===== src/rtl/pwc_pkg.sv =====
// Shared types and constants of the eight-channel waveform timer block.
package pwc_pkg;

  // Number of 8-bit channels and the width of one register byte.
  localparam int PWC_NUM_CH = 8;
  localparam int PWC_BYTE_W = 8;
  // Width of a joined channel pair.
  localparam int PWC_WIDE_W = 16;
  // Number of channel pairs that can be joined.
  localparam int PWC_NUM_PAIR = 4;

  // Reset values of counter direction, output flip-flop and shutdown flag.
  localparam logic PWC_DIR_UP_RST = 1'h0;
  localparam logic PWC_WAVE_RST   = 1'h0;
  localparam logic PWC_FLAG_RST   = 1'h0;

  // Per-channel settings that software holds in its control bits.
  typedef struct packed {
    logic channel_enable_bit;   // Channel runs while set.
    logic center_align_sel;     // Set selects center-aligned mode.
    logic channel_polarity_bit; // Set starts each cycle high.
    logic channel_clock_sel;    // Set selects the scaled clock.
  } pwc_chan_cfg_type;

  // One write cycle towards a channel's period, duty or counter byte.
  typedef struct packed {
    logic       period_wr;  // Write data to the period buffer.
    logic       duty_wr;    // Write data to the duty buffer.
    logic       counter_wr; // Any write clears the counter.
    logic [7:0] data;       // Byte written.
  } pwc_chan_wr_type;

  // Prescaled clock enables, each a one-cycle pulse.
  typedef struct packed {
    logic tick_a;
    logic tick_sa;
    logic tick_b;
    logic tick_sb;
  } pwc_ticks_type;

endpackage


===== src/rtl/pwc_timers.sv =====
`timescale 1ns/100ps
`default_nettype none
// Function
// - Alignment bit clear: left-aligned, counting up only.
// - Left-aligned: duty match toggles output flip-flop.
// - Period match clears counter, flip-flop, loads buffers.
// - Left-aligned count runs zero to period minus one.
// - Left frequency is clock over period.
// - Alignment bit set: up/down, up at zero.
// - Period match turns down; duty toggles both ways.
// - Down count reaching zero turns up, loads buffers.
// - Center-aligned effective period is twice period.
// - Four join bits pair channels into 16 bits.
// - Even channel supplies high-order bytes.
// - Odd channel gives clock, polarity, output pin.
// - Odd enable rules pair; even output disabled.
// - Any counter byte write clears whole counter.
// - Joined pair follows odd channel alignment.
// - Boundary duty and period give constant output.
// - Reset: counting up, disabled, counters stopped.
// - Channel seven changes set the shutdown flag.
// - Stop or halted wait: force outputs, no flag.
// - Only raise the interrupt, never service it.
// - Polarity set starts high, low at duty.
// - Enabled channel loads new values at period end.
// - Counter write clears, counts up, loads buffers.
module pwc_timers (
  input  wire logic                     clock_i,
  input  wire logic                     rst_b_i,
  input  wire pwc_pkg::pwc_ticks_type   ticks_i,
  input  wire pwc_pkg::pwc_chan_cfg_type [7:0] chan_cfg_i,
  input  wire pwc_pkg::pwc_chan_wr_type [7:0]  chan_wr_i,
  input  wire logic [3:0]               concat_control_i,
  input  wire logic                     channel_seven_pin_i,
  input  wire logic                     ch7_shutdown_input_en_i,
  input  wire logic                     shutdown_active_level_i,
  input  wire logic                     shutdown_output_level_i,
  input  wire logic                     shutdown_irq_enable_i,
  input  wire logic                     shutdown_flag_clear_i,
  input  wire logic                     stop_mode_i,
  input  wire logic                     wait_mode_i,
  input  wire logic                     halt_in_wait_bit_i,
  output logic [7:0]                    channel_output_pin_o,
  output logic [7:0]                    channel_output_en_o,
  output logic [7:0][7:0]               channel_counter_o,
  output logic                          emergency_shutdown_active_o,
  output logic                          shutdown_irq_flag_o,
  output logic                          shutdown_irq_o
);
  import pwc_pkg::*;

  // Picks a channel's clock enable: channels 0, 1, 4 and 5 use A or SA,
  // the others B or SB.
  function automatic logic pwc_tick_sel(input int ch, input logic scaled,
                                         input pwc_ticks_type t);
    logic group_a;
    group_a = (ch % 4) < 2;
    if (group_a) begin
      return scaled ? t.tick_sa : t.tick_a;
    end else begin
      return scaled ? t.tick_sb : t.tick_b;
    end
  endfunction

  logic [7:0]       narrow_wave;   // Waveforms of the single channels.
  logic [7:0][7:0]  narrow_cnt;    // Counters of the single channels.
  logic [3:0]       wide_wave;     // Waveforms of the joined pairs.
  logic [3:0][15:0] wide_cnt;      // Counters of the joined pairs.
  logic [7:0]       pin_next;      // Pin levels before shutdown forcing.
  logic [7:0]       pin_en_next;   // Pin enables before shutdown.
  logic [7:0][7:0]  cnt_out_next;  // Counter readback per channel.

  // Channel-seven pin synchroniser; stage one feeds only stage two.
  logic seven_s1_reg;
  logic seven_s2_reg;
  logic seven_s3_reg;              // Previous synchronised level, for change detection.
  logic [2:0] seven_warm_reg;      // Fills with ones as the stages take real pin samples.
  logic shut_active;               // Shutdown in force this cycle.
  logic shut_active_reg;           // Shutdown state of the last cycle.
  logic halted;                    // Low-power state that suppresses the flag.
  logic flag_set;                  // An event that sets the flag.
  logic flag_reg;                  // Sticky shutdown flag.
  logic [7:0] pin_reg;             // Registered pin levels.
  logic [7:0] pin_en_reg;          // Registered pin enables.
  logic [7:0][7:0] cnt_out_reg;    // Registered counter readback.

  // Each pair holds two single engines and one joined engine; the join bit
  // decides which of them runs, so the idle ones hold their count until a counter write clears it.
  for (genvar p = 0; p < PWC_NUM_PAIR; p++) begin : g_pair
    localparam int E = 2 * p;
    localparam int O = 2 * p + 1;
    logic join_pair;
    assign join_pair = concat_control_i[p];

    for (genvar k = 0; k < 2; k++) begin : g_narrow
      localparam int C = E + k;
      pwc_wave_engine #(
        .W (PWC_BYTE_W)
      ) u_narrow (
        .clock_i    (clock_i),
        .rst_b_i    (rst_b_i),
        .tick_i     (pwc_tick_sel(C, chan_cfg_i[C].channel_clock_sel, ticks_i)),
        .enable_i   (chan_cfg_i[C].channel_enable_bit && !join_pair),
        .center_i   (chan_cfg_i[C].center_align_sel),
        .polarity_i (chan_cfg_i[C].channel_polarity_bit),
        .per_wr_i   (chan_wr_i[C].period_wr),
        .dty_wr_i   (chan_wr_i[C].duty_wr),
        .cnt_wr_i   (chan_wr_i[C].counter_wr),
        .wr_data_i  (chan_wr_i[C].data),
        .count_o    (narrow_cnt[C]),
        .wave_o     (narrow_wave[C])
      );
    end

    // Joined engine: even bytes high, odd bytes low; odd channel settings.
    pwc_wave_engine #(
      .W (PWC_WIDE_W)
    ) u_wide (
      .clock_i    (clock_i),
      .rst_b_i    (rst_b_i),
      .tick_i     (pwc_tick_sel(O, chan_cfg_i[O].channel_clock_sel, ticks_i)),
      .enable_i   (chan_cfg_i[O].channel_enable_bit && join_pair),
      .center_i   (chan_cfg_i[O].center_align_sel),
      .polarity_i (chan_cfg_i[O].channel_polarity_bit),
      .per_wr_i   ({chan_wr_i[E].period_wr, chan_wr_i[O].period_wr}),
      .dty_wr_i   ({chan_wr_i[E].duty_wr, chan_wr_i[O].duty_wr}),
      .cnt_wr_i   (chan_wr_i[E].counter_wr || chan_wr_i[O].counter_wr),
      .wr_data_i  ({chan_wr_i[E].data, chan_wr_i[O].data}),
      .count_o    (wide_cnt[p]),
      .wave_o     (wide_wave[p])
    );

    // Output and readback steering for the pair.
    always_comb begin
      if (join_pair) begin
        pin_next[O]     = wide_wave[p];
        pin_next[E]     = 1'h0;
        pin_en_next[O]  = chan_cfg_i[O].channel_enable_bit;
        pin_en_next[E]  = 1'h0;
        cnt_out_next[O] = wide_cnt[p][7:0];
        cnt_out_next[E] = wide_cnt[p][15:8];
      end else begin
        pin_next[O]     = narrow_wave[O];
        pin_next[E]     = narrow_wave[E];
        pin_en_next[O]  = chan_cfg_i[O].channel_enable_bit;
        pin_en_next[E]  = chan_cfg_i[E].channel_enable_bit;
        cnt_out_next[O] = narrow_cnt[O];
        cnt_out_next[E] = narrow_cnt[E];
      end
    end
  end

  // Two-stage synchroniser plus one history stage for the pin. The stages reset
  // to low, not to the pin's idle level, so the warm-up bits keep the reset
  // value from passing for a pin change or a shutdown level.
  always_ff @(posedge clock_i or negedge rst_b_i) begin
    if (!rst_b_i) begin
      seven_s1_reg   <= 1'h0;
      seven_s2_reg   <= 1'h0;
      seven_s3_reg   <= 1'h0;
      seven_warm_reg <= 3'h0;
    end else begin
      seven_s1_reg   <= channel_seven_pin_i;
      seven_s2_reg   <= seven_s1_reg;
      seven_s3_reg   <= seven_s2_reg;
      seven_warm_reg <= {seven_warm_reg[1:0], 1'h1};
    end
  end

  // Shutdown holds while the input function is on and the pin sits at its
  // active level; the forcing works in every power mode.
  assign shut_active = ch7_shutdown_input_en_i && seven_warm_reg[1] &&
                       (seven_s2_reg == shutdown_active_level_i);
  assign halted      = stop_mode_i || (wait_mode_i && halt_in_wait_bit_i);
  assign flag_set    = !halted && ch7_shutdown_input_en_i &&
                       ((seven_warm_reg[2] && (seven_s2_reg != seven_s3_reg)) ||
                        (shut_active && !shut_active_reg));

  // Sticky flag; a set in the cycle of a clear wins so no event is lost.
  always_ff @(posedge clock_i or negedge rst_b_i) begin
    if (!rst_b_i) begin
      flag_reg        <= PWC_FLAG_RST;
      shut_active_reg <= 1'h0;
    end else begin
      flag_reg        <= flag_set || (flag_reg && !shutdown_flag_clear_i);
      shut_active_reg <= shut_active;
    end
  end

  // Registered pins and readback; shutdown overrides every channel level.
  always_ff @(posedge clock_i or negedge rst_b_i) begin
    if (!rst_b_i) begin
      pin_reg     <= '0;
      pin_en_reg  <= '0;
      cnt_out_reg <= '0;
    end else begin
      pin_reg     <= shut_active ? {8{shutdown_output_level_i}} : pin_next;
      // The channel-seven pin turns input while its shutdown function is on.
      pin_en_reg  <= pin_en_next & {!ch7_shutdown_input_en_i, 7'h7f};
      cnt_out_reg <= cnt_out_next;
    end
  end

  assign channel_output_pin_o        = pin_reg;
  assign channel_output_en_o         = pin_en_reg;
  assign channel_counter_o           = cnt_out_reg;
  assign emergency_shutdown_active_o = shut_active_reg;
  assign shutdown_irq_flag_o         = flag_reg;
  // The request is only raised; clearing it is up to software.
  assign shutdown_irq_o              = flag_reg && shutdown_irq_enable_i;
endmodule
`default_nettype wire


===== src/rtl/pwc_wave_engine.sv =====
`timescale 1ns/100ps
`default_nettype none
// One waveform timer of configurable width, used for single and joined channels.
module pwc_wave_engine #(
  parameter int W = 8 // Counter width; a multiple of one byte.
) (
  input  wire logic         clock_i,
  input  wire logic         rst_b_i,
  input  wire logic         tick_i,
  input  wire logic         enable_i,
  input  wire logic         center_i,
  input  wire logic         polarity_i,
  input  wire logic [W/8-1:0] per_wr_i,
  input  wire logic [W/8-1:0] dty_wr_i,
  input  wire logic         cnt_wr_i,
  input  wire logic [W-1:0] wr_data_i,
  output logic      [W-1:0] count_o,
  output logic              wave_o
);
  import pwc_pkg::*;

  localparam int L = W / PWC_BYTE_W; // Byte lanes of the buffers.

  logic [W-1:0] per_buf_reg, per_buf_next; // Buffered period.
  logic [W-1:0] dty_buf_reg, dty_buf_next; // Buffered duty.
  logic [W-1:0] per_reg, per_next;         // Active period.
  logic [W-1:0] dty_reg, dty_next;         // Active duty.
  logic [W-1:0] cnt_reg, cnt_next;         // Channel counter.
  logic         dir_down_reg, dir_next;    // Counter direction, set while counting down.
  logic         wave_reg, wave_next;       // Pin level after polarity.
  logic         end_evt;                   // Effective period ends.
  logic         ff;                        // Duty-reached flip-flop value.

  // Byte writes land in the buffers at any time.
  always_comb begin
    per_buf_next = per_buf_reg;
    dty_buf_next = dty_buf_reg;
    for (int i = 0; i < L; i++) begin
      if (per_wr_i[i]) begin
        per_buf_next[i*PWC_BYTE_W +: PWC_BYTE_W] = wr_data_i[i*PWC_BYTE_W +: PWC_BYTE_W];
      end
      if (dty_wr_i[i]) begin
        dty_buf_next[i*PWC_BYTE_W +: PWC_BYTE_W] = wr_data_i[i*PWC_BYTE_W +: PWC_BYTE_W];
      end
    end
  end

  // Counter sequencing for both alignments.
  always_comb begin
    cnt_next = cnt_reg;
    dir_next = dir_down_reg;
    end_evt  = 1'h0;
    if (cnt_wr_i) begin
      cnt_next = '0;
      dir_next = PWC_DIR_UP_RST;
    end else if (tick_i && enable_i) begin
      if (per_reg == '0) begin
        cnt_next = '0;
        end_evt  = 1'h1;
      end else if (!center_i) begin
        // Up only; the period match wraps the count back to zero.
        if ({1'h0, cnt_reg} + (W+1)'(1) >= {1'h0, per_reg}) begin
          cnt_next = '0;
          end_evt  = 1'h1;
        end else begin
          cnt_next = cnt_reg + W'(1);
        end
      end else if (!dir_down_reg) begin
        // Up phase; the period match turns the count downward.
        if (cnt_reg >= per_reg) begin
          dir_next = 1'h1;
          cnt_next = cnt_reg - W'(1);
        end else begin
          cnt_next = cnt_reg + W'(1);
        end
      end else if (cnt_reg <= W'(1)) begin
        // Reaching zero turns upward and ends the doubled period.
        cnt_next = '0;
        dir_next = PWC_DIR_UP_RST;
        end_evt  = 1'h1;
      end else begin
        cnt_next = cnt_reg - W'(1);
      end
    end
  end

  // Buffers reach the active values while disabled, on a counter write or at period end.
  always_comb begin
    if (!enable_i || cnt_wr_i || end_evt) begin
      per_next = per_buf_next;
      dty_next = dty_buf_next;
    end else begin
      per_next = per_reg;
      dty_next = dty_reg;
    end
    // The flip-flop sets at the duty match going up and clears at the duty match
    // going down, so center mode toggles on both passes. A duty at or above the
    // period never sets it, even when the center count touches the period value.
    ff        = (dty_next < per_next) &&
                ((center_i && dir_next) ? (cnt_next > dty_next)
                                        : (cnt_next >= dty_next));
    wave_next = polarity_i ? !ff : ff;
  end

  // Buffer and active registers.
  always_ff @(posedge clock_i or negedge rst_b_i) begin
    if (!rst_b_i) begin
      per_buf_reg <= '0;
      dty_buf_reg <= '0;
      per_reg     <= '0;
      dty_reg     <= '0;
    end else begin
      per_buf_reg <= per_buf_next;
      dty_buf_reg <= dty_buf_next;
      per_reg     <= per_next;
      dty_reg     <= dty_next;
    end
  end

  // Counter, direction and output flip-flop.
  always_ff @(posedge clock_i or negedge rst_b_i) begin
    if (!rst_b_i) begin
      cnt_reg      <= '0;
      dir_down_reg <= PWC_DIR_UP_RST;
      wave_reg     <= PWC_WAVE_RST;
    end else begin
      cnt_reg      <= cnt_next;
      dir_down_reg <= dir_next;
      wave_reg     <= wave_next;
    end
  end

  assign count_o = cnt_reg;
  assign wave_o  = wave_reg;
endmodule
`default_nettype wire


===== config.mk =====
export PLATFORM = sky130hd
export DESIGN_NAME = pwc_timers
export DESIGN_NICKNAME = d
export VERILOG_FILES = /design/src/rtl/pwc_pkg.sv /design/src/rtl/pwc_timers.sv /design/src/rtl/pwc_wave_engine.sv
export SDC_FILE = /design/constraint.sdc
export NUM_CORES = 2
export LEC_CHECK = 0
export BUFFER_PORTS_ARGS = -buffer_cell sky130_fd_sc_hd__buf_2
export CAP_MARGIN = 20
export CORE_ASPECT_RATIO = 0.6
export CORE_MARGIN = 2
export CORE_UTILIZATION = 55
export CTS_BUF_LIST = sky130_fd_sc_hd__clkbuf_4
export CTS_CLUSTER_SIZE = 20
export DETAILED_ROUTE_END_ITERATION = 8
export GPL_TIMING_DRIVEN = 0
export PLACE_DENSITY = 0.82
export SLEW_MARGIN = 10
export SYNTH_ARGS = -nofsm -noshare
export SYNTH_HDL_FRONTEND = slang
export SYNTH_SLANG_ARGS = --single-unit

===== constraint.sdc =====
create_clock -name clock_i -period 13.9 [get_ports clock_i]
set_input_delay 2.78 -clock clock_i [delete_from_list [all_inputs] [get_ports clock_i]]
set_output_delay 2.78 -clock clock_i [all_outputs]
set_load 0.03 [all_outputs]

======== Word-level counts from Yosys, hierarchy flattened ========
Cells that the tools add are included.
operators by class
  add/subtract/negate cells ............... 36
  magnitude comparators ................... 72
  eq/ne operators ......................... 2
  multiplexer cells ....................... 365
  bitwise logic cells ..................... 1
  reduce and logical (&&, ||, !) cells .... 132
operators with widths
  cell                                                   number
  2-to-1 mux 8 bit                                       113
  2-to-1 mux 16 bit                                      44
  2-to-1 mux 1 bit                                       204
  >= comparator 16 bit                                   8
  >= comparator 8 bit                                    16
  adder 8 x 1 -> 9 bit (second input constant)           8
  >= comparator 9 x 8 -> 1 bit                           8
  adder 16 x 1 -> 17 bit (second input constant)         4
  >= comparator 17 x 16 -> 1 bit                         4
  adder 16 x 1 -> 16 bit (second input constant)         4
  adder 8 x 1 -> 8 bit (second input constant)           8
  > comparator 16 bit                                    4
  > comparator 8 bit                                     8
  <= comparator 16 x 1 -> 1 bit (second input constant)  4
  <= comparator 8 x 1 -> 1 bit (second input constant)   8
  logical NOT 16 bit                                     4
  logical NOT 8 bit                                      8
  less-than comparator 16 bit                            4
  less-than comparator 8 bit                             8
  subtractor 16 x 1 -> 16 bit (second input constant)    4
  subtractor 8 x 1 -> 8 bit (second input constant)      8
  logical AND 1 bit                                      57
  logical NOT 1 bit                                      32
  logical OR 1 bit                                       31
  other kinds (4)                                        7
storage, ports and cells
  register bits after elaboration ......... 752
  bits of input ports ..................... 139
  logic and storage cells ................. 708

======== Logic depth before layout (Yosys ltp) ========
  word-level depth ........................ 14
  depth in mapped cells ................... 26

======== Cells and area by module ========
A second synthesis with hierarchy kept.
unflattened totals
  cell total of the unflattened synthesis .. 5,213
  area total of the unflattened synthesis .. 51,187.8 µm²
modules (own cells, without submodules)
  module                                                instances  cells an instance  area an instance (µm²)  seq. area each (µm²)
  pwc_wave_engine (g_pair[1].g_narrow[0].u_narrow ...)  5          319                3,060.4                 1,051.0
  pwc_wave_engine (g_pair[0].u_wide ...)                2          622                5,868.1                 2,052.0
  pwc_wave_engine (g_pair[0].g_narrow[0].u_narrow ...)  2          307                2,975.4                 1,051.0
  pwc_wave_engine (g_pair[3].u_wide)                    1          632                5,924.4                 2,052.0
  pwc_wave_engine (g_pair[1].u_wide)                    1          603                5,749.3                 2,052.0
  pwc_timers                                            1          216                3,370.7                 2,202.1
  pwc_wave_engine (g_pair[3].g_narrow[1].u_narrow)      1          309                3,154.3                 1,051.0

======== Worst setup path before layout ========
No wires, ideal clock.
  kind .................................... input port to flip-flop
  start ................................... in chan_wr_i[85] in the netlist's numbering
  end ..................................... reg g_pair[3].u_wide.wave_reg
  arrival ................................. 6.194 ns
  data required time ...................... 13.761 ns
  slack ................................... 7.567 ns
  cell stages on the path ................. 19
  path buffers ............................ 3
  path through ............................ clkbuf_1 nor2_1 nand3_1 nand3b_1 or4_1 and2_1 buf_6 buf_6 mux2i_1 inv_1 ha_1 a21oi_1 a2bb2oi_1 a21oi_1 o31a_1 a311o_1 o21a_1 a311oi_1 o211ai_1
on the way
  cells in the longest elaborated chain, start to end .. 9
  elaborated cells between the ends (all ways) .. 16
  those cells by class .................... 3 x order compare; 7 x mux; 6 x reduce/logical
ends and longest elaborated chain
  what                                                                line                                            text
  from (decl)                                                         pwc_timers.sv:32                                input wire pwc_pkg::pwc_chan_wr_type [7:0] chan_wr_i,
  logical OR 1 bit (*)                                                pwc_timers.sv:127                               .cnt_wr_i (chan_wr_i[E].counter_wr || chan_wr_i[O].counter_wr),
  2-to-1 mux 1 bit / logical OR 1 bit (equally long branches)         pwc_wave_engine.sv:53, pwc_wave_engine.sv:89
  logical OR 1 bit (*)                                                pwc_wave_engine.sv:89                           if (!enable_i || cnt_wr_i || end_evt) begin
  2-to-1 mux 16 bit (*)                                               pwc_wave_engine.sv:89
  net g_pair[3].u_wide.dty_next[9]                                    pwc_wave_engine.sv:27                           logic [W-1:0] dty_reg, dty_next;
  >= comparator 16 bit / > comparator 16 bit (equally long branches)  pwc_wave_engine.sv:101, pwc_wave_engine.sv:100
  2-to-1 mux 1 bit                                                    pwc_wave_engine.sv:100                          ((center_i && dir_next) ? (cnt_next > dty_next)
  logical AND 1 bit (*)                                               pwc_wave_engine.sv:99                           ff = (dty_next < per_next) &&
  logical NOT 1 bit                                                   pwc_wave_engine.sv:102                          wave_next = polarity_i ? !ff : ff;
  2-to-1 mux 1 bit (*)                                                pwc_wave_engine.sv:102
  net g_pair[3].u_wide.wave_next                                      pwc_wave_engine.sv:30                           logic wave_reg, wave_next;
  to (signal assigned)                                                pwc_wave_engine.sv:129                          wave_reg <= wave_next;
  to (decl)                                                           pwc_wave_engine.sv:30
The timed path passes the listed nets; every way through them passes the cells marked *.

======== Final worst setup path ========
  start ................................... reg g_pair[0].u_wide.cnt_reg[6]
  end ..................................... reg g_pair[0].u_wide.wave_reg
on the way
  elaborated cells between the ends (all ways) .. 39
  those cells by class .................... 3 x add/sub; 6 x order compare; 26 x mux; 4 x reduce/logical
RTL lines
  what                                                                line                                            text
  from (decl)                                                         pwc_wave_engine.sv:28                           logic [W-1:0] cnt_reg, cnt_next;
  from (signal assigned)                                              pwc_wave_engine.sv:127                          cnt_reg <= cnt_next;
  adder 16 x 1 -> 17 bit (tied with other cells)                      pwc_wave_engine.sv:62                           if ({1'h0, cnt_reg} + (W+1)'(1) >= {1'h0, per_reg}) begin
  >= comparator 17 x 16 -> 1 bit (tied with other cells)              pwc_wave_engine.sv:62
  2-to-1 mux 16 bit (on tied branches)                                pwc_wave_engine.sv:62, pwc_wave_engine.sv:68
  2-to-1 mux 16 bit (*)                                               pwc_wave_engine.sv:60                           end else if (!center_i) begin
  2-to-1 mux 16 bit (*)                                               pwc_wave_engine.sv:57                           if (per_reg == '0) begin
  2-to-1 mux 16 bit (*)                                               pwc_wave_engine.sv:56                           end else if (tick_i && enable_i) begin
  2-to-1 mux 16 bit (*)                                               pwc_wave_engine.sv:53                           if (cnt_wr_i) begin
  net g_pair[0].u_wide.cnt_next[5]                                    pwc_wave_engine.sv:28
  >= comparator 16 bit / > comparator 16 bit (equally long branches)  pwc_wave_engine.sv:101, pwc_wave_engine.sv:100
  2-to-1 mux 1 bit (*)                                                pwc_wave_engine.sv:100
  logical AND 1 bit (*)                                               pwc_wave_engine.sv:99
  logical NOT 1 bit                                                   pwc_wave_engine.sv:102
  2-to-1 mux 1 bit (*)                                                pwc_wave_engine.sv:102
  net g_pair[0].u_wide.wave_next                                      pwc_wave_engine.sv:30
  to (signal assigned)                                                pwc_wave_engine.sv:129
  to (decl)                                                           pwc_wave_engine.sv:30
Marked as above.

==> summary.txt <==
Timing
  • Highest clock rate: around 0.13 GHz
  • WHS: 359 ps
  • Relative slew slack: 20.1%
  • Final setup vio count: 0
  • Unrepaired setup endpoints after global routing: no
  • Measured slew at the worst slew-check pin: 1170 ps
  • Final-report max-slew violation count: 0
  • Skew final: just over 80 ps
  • Worst Slack Setup Final: 6210 ps
  • Final Hold Viols: 0
  • Fin crit period: approximately 7700 ps
  • Final Cycle Share: a little under three fifths

Floorplan
  • I/O pins: 222
  • DIE AREA: slightly above 0.09 mm^2
  • Core Area: between 0.08 and 0.09 mm^2
  • Row Count: 84
  • Die Span Y: about 240 um
  • Initial core utilization: 55.7%
  • Die W: 389 um

Clocking
  • Clock Latency Late Sink: between 1000 and 1500 ps
  • Clock Sinks: between 700 and 800
  • Hold-fix buffers, CTS: 0
  • Root Driver: clkbuf_4
  • Num CTS Buffers: approximately 180
  • CTS-repair resized insts: 0
  • Clock Pin Slew Worst Setup and Hold Paths: ~70 ps
  • Setup bufs post-CTS: 0
  • CTS tree: yes
  • Clk buf depth: 3
  • H-tree depth: 4

Logic synthesis
  • Area leader, netlist: dfrtp_1
  • Synth unique cells: 101
  • Area share of the largest cell type after synthesis: about two fifths
  • Post-synth EDFFs: 0
  • #FFs+latches synth: approximately 750
  • Syn Nets: around 6000
  • Async set-or-reset flop fraction in the synthesized netlist: 100%
  • Mapped Avg Cell Area: 9.24 um^2
  • Sequential share of the synthesized area: roughly 38%
  • Synth top cells by count: dfrtp_1, inv_1, ha_1, o21ai_0, nand2_1
  • Ys flop type: dfrtp_1
  • Count leader, synth: dfrtp_1
  • Cell Area, Synth: 0.0490 mm^2
  • Post-Syn Instances: 5304
  • Ys Warns: 0
  • Area contributors post-synth: dfrtp_1, ha_1, inv_1

Pwr
  • PD cells: 99.2 mW/mm^2
  • Worst-case vdd ir drop: roughly 0.1 mV
  • Pleak: approximately 29 nW

Layout
  • Design area: roughly 0.054 mm^2
  • Post-layout nets: approximately 6400
  • Fillers: roughly 7400
  • Register Area: ~0.019 mm^2
  • Area of the multi-input gates: between 0.02 and 0.03 mm^2
  • Area Overhead vs Synth: 10.6%
  • Layout cells sized above 1: between 10% and 20%

Detailed routing
  • Pre-antenna DRT Iters: 6
  • DRT iter0 DRCs: roughly 5000
  • Routed WL: roughly 150000 um
  • Post-route DRC: 0
  • Routed WL per cell: 21.2 um
  • Final ANT Viol Nets: 0
  • Vias: 42800
  • DR vias/cell: ~6.1

Critical path
  • Slowest cell on crit path: a2111oi_0
  • Worst Setup Start Kind: flip-flop
  • Setup CP Type: reg2reg
  • Worst flop-to-flop path startpoint: g_pair[0].u_wide.count_o[6]
  • Worst-path cell chain: clkbuf_1 -> nand3_1 -> or2_2 -> nor3_1 -> xor2_1 -> ha_1 -> nand3_1 -> o21ai_0 -> o221a_2 -> a211oi_1 -> o21a_1 -> and2_1 -> clkbuf_1 -> inv_1 -> o21ai_0 -> ha_1 -> nand2_1 -> nor2_1 -> nand4_1 -> a2111oi_0 -> a211oi_1 -> o211ai_1 -> xnor2_1
  • Data arrival, critical path: between 8000 and 9000 ps
  • Worst Reg-to-Reg Cells: 23
  • Critical path required time: 14910 ps
  • Crit path from: g_pair[0].u_wide.count_o[6]
  • CP max FO: 8
  • CP Capture Type: flip-flop
  • Critical path's largest stage delay: about 1000 ps

Run status
  • Status: completed

Run
  • Maxcap violations: 0

GRT
  • First-pass GRT wire length: between 200000 and 250000 um
  • Total Routing Usage GR: 32.3%
  • Vias in the first global route: 40600
  • Largest net degree at the start of global routing: 117
  • Remaining Overflow, GRT: 0
  • Initial antenna violation count: 5

Placement
  • Post-DP HPWL: between 100000 and 150000 um
  • Setup slack at placement: between 6000 and 7000 ps
  • IO buf count: about 220
  • Routability cong.: around 1
  • Placed cell area: ~0.052 mm^2

Hold path
  • HP Start: seven_warm_reg[0]
  • Worst Hold Class: reg2reg
  • Worst hold path depth: 0
[worst max-delay path, delay by kind of cell, from the launching register on]
family / cells / cell delay [ps]
compound gates: 8 / 3440
xor+xnor: 2 / 420
fa+ha+maj: 2 / 610
buf+inv: 3 / 940
flops: 1 / 350
simple gates: 8 / 1830
[cells by family after synthesis]
kind of cell | share of synthesized area [%]
other cells | 0.00766
flops | 38.4
fa+ha+maj | 13.7
xor+xnor | 3.06
buf+inv | 7.04
compound gates | 16.0
simple gates | 14.0
mux | 7.81
[layer usage]
| metal | up-vias | share of wire, % | GRT usage [%] |
|---|---|---|---|
| met3 | 207 | 13 | 10.3 |
| met2 | 2356 | 37 | 40.5 |
| met5 | - | 0.0054 | 0 |
| met4 | 2 | 1.9 | 8.34 |
| li1 | 19600 | - | - |
| met1 | 20600 | 47 | 51.9 |
[worst paths after layout]
| check | slack [ps] | to |
|---|---|---|
| setup / recovery | 6210 | g_pair[0].u_wide.wave_o |
| max in group asynchronous | 10220 | g_pair[2].g_narrow[0].u_narrow.per_buf_reg[0] |
| setup reg to reg | 6210 | g_pair[0].u_wide.wave_o |
| hold reg to reg | 360 | seven_warm_reg[1] |
| min in group asynchronous | 1570 | g_pair[3].u_wide.dir_down_reg |
| hold / removal | 360 | seven_warm_reg[1] |
[layout by cell type, fill, tap and decap left out, drive strengths merged, types with 25 or more instances in the layout]
| master | netlist | final |
|---|---|---|
| and2 | 35 | 35 |
| and3 | 53 | 53 |
| inv | 646 | 653 |
| dfrtp | 752 | 752 |
| nor4 | 71 | 71 |
| a21o | 132 | 132 |
| buf | 67 | 291 |
| o21a | 27 | 27 |
| a211oi | 41 | 41 |
| a21oi | 250 | 250 |
| a31oi | 25 | 25 |
| nand4 | 76 | 76 |
| nand2b | 51 | 51 |
| ha | 536 | 536 |
| clkinv | 1 | 43 |
| nor2 | 305 | 305 |
| xnor2 | 85 | 85 |
| nand2 | 407 | 407 |
| xor2 | 86 | 86 |
| clkbuf | 156 | 430 |
| mux2i | 231 | 231 |
| nor2b | 48 | 48 |
| o21ai | 439 | 439 |
| or3 | 36 | 36 |
| nand3 | 131 | 131 |
| mux2 | 133 | 133 |
| o211ai | 37 | 37 |
| nor3 | 90 | 90 |
[cell type report]
cell class                      count  area share (%)
Timing Repair Buffer              225            2.39
Buffer                            223            1.89
Multi-Input combinational cell   3682            49.3
Tap cell                         1161            2.68
Antenna cell                        9          0.0416
Sequential cell                   752            34.7
Clock inverter                     54           0.654
Inverter                          647            4.48
Clock buffer                      273            3.78
[report_power, final]
part / total, mW / internal (mW) / switching [mW]
sequential: 2.44 / 2.35 / 0.0939
combinational: 0.983 / 0.350 / 0.633
clock: 1.95 / 0.976 / 0.970
total: 5.37 / 3.67 / 1.70
[per-stage QoR]
stage	cells	utilization (%)	total power [mW]	setup TNS, ps
global placement	6681	58.6	3.39	-4412190
global route	7022	61.6	5.66	0
floorplan	5304	-	3.07	0
CTS	7016	61.6	5.39	0
finish	7026	61.6	5.37	0
detailed placement	6689	58.9	3.44	0
Note: power is estimated with default switching activity, not from simulation.
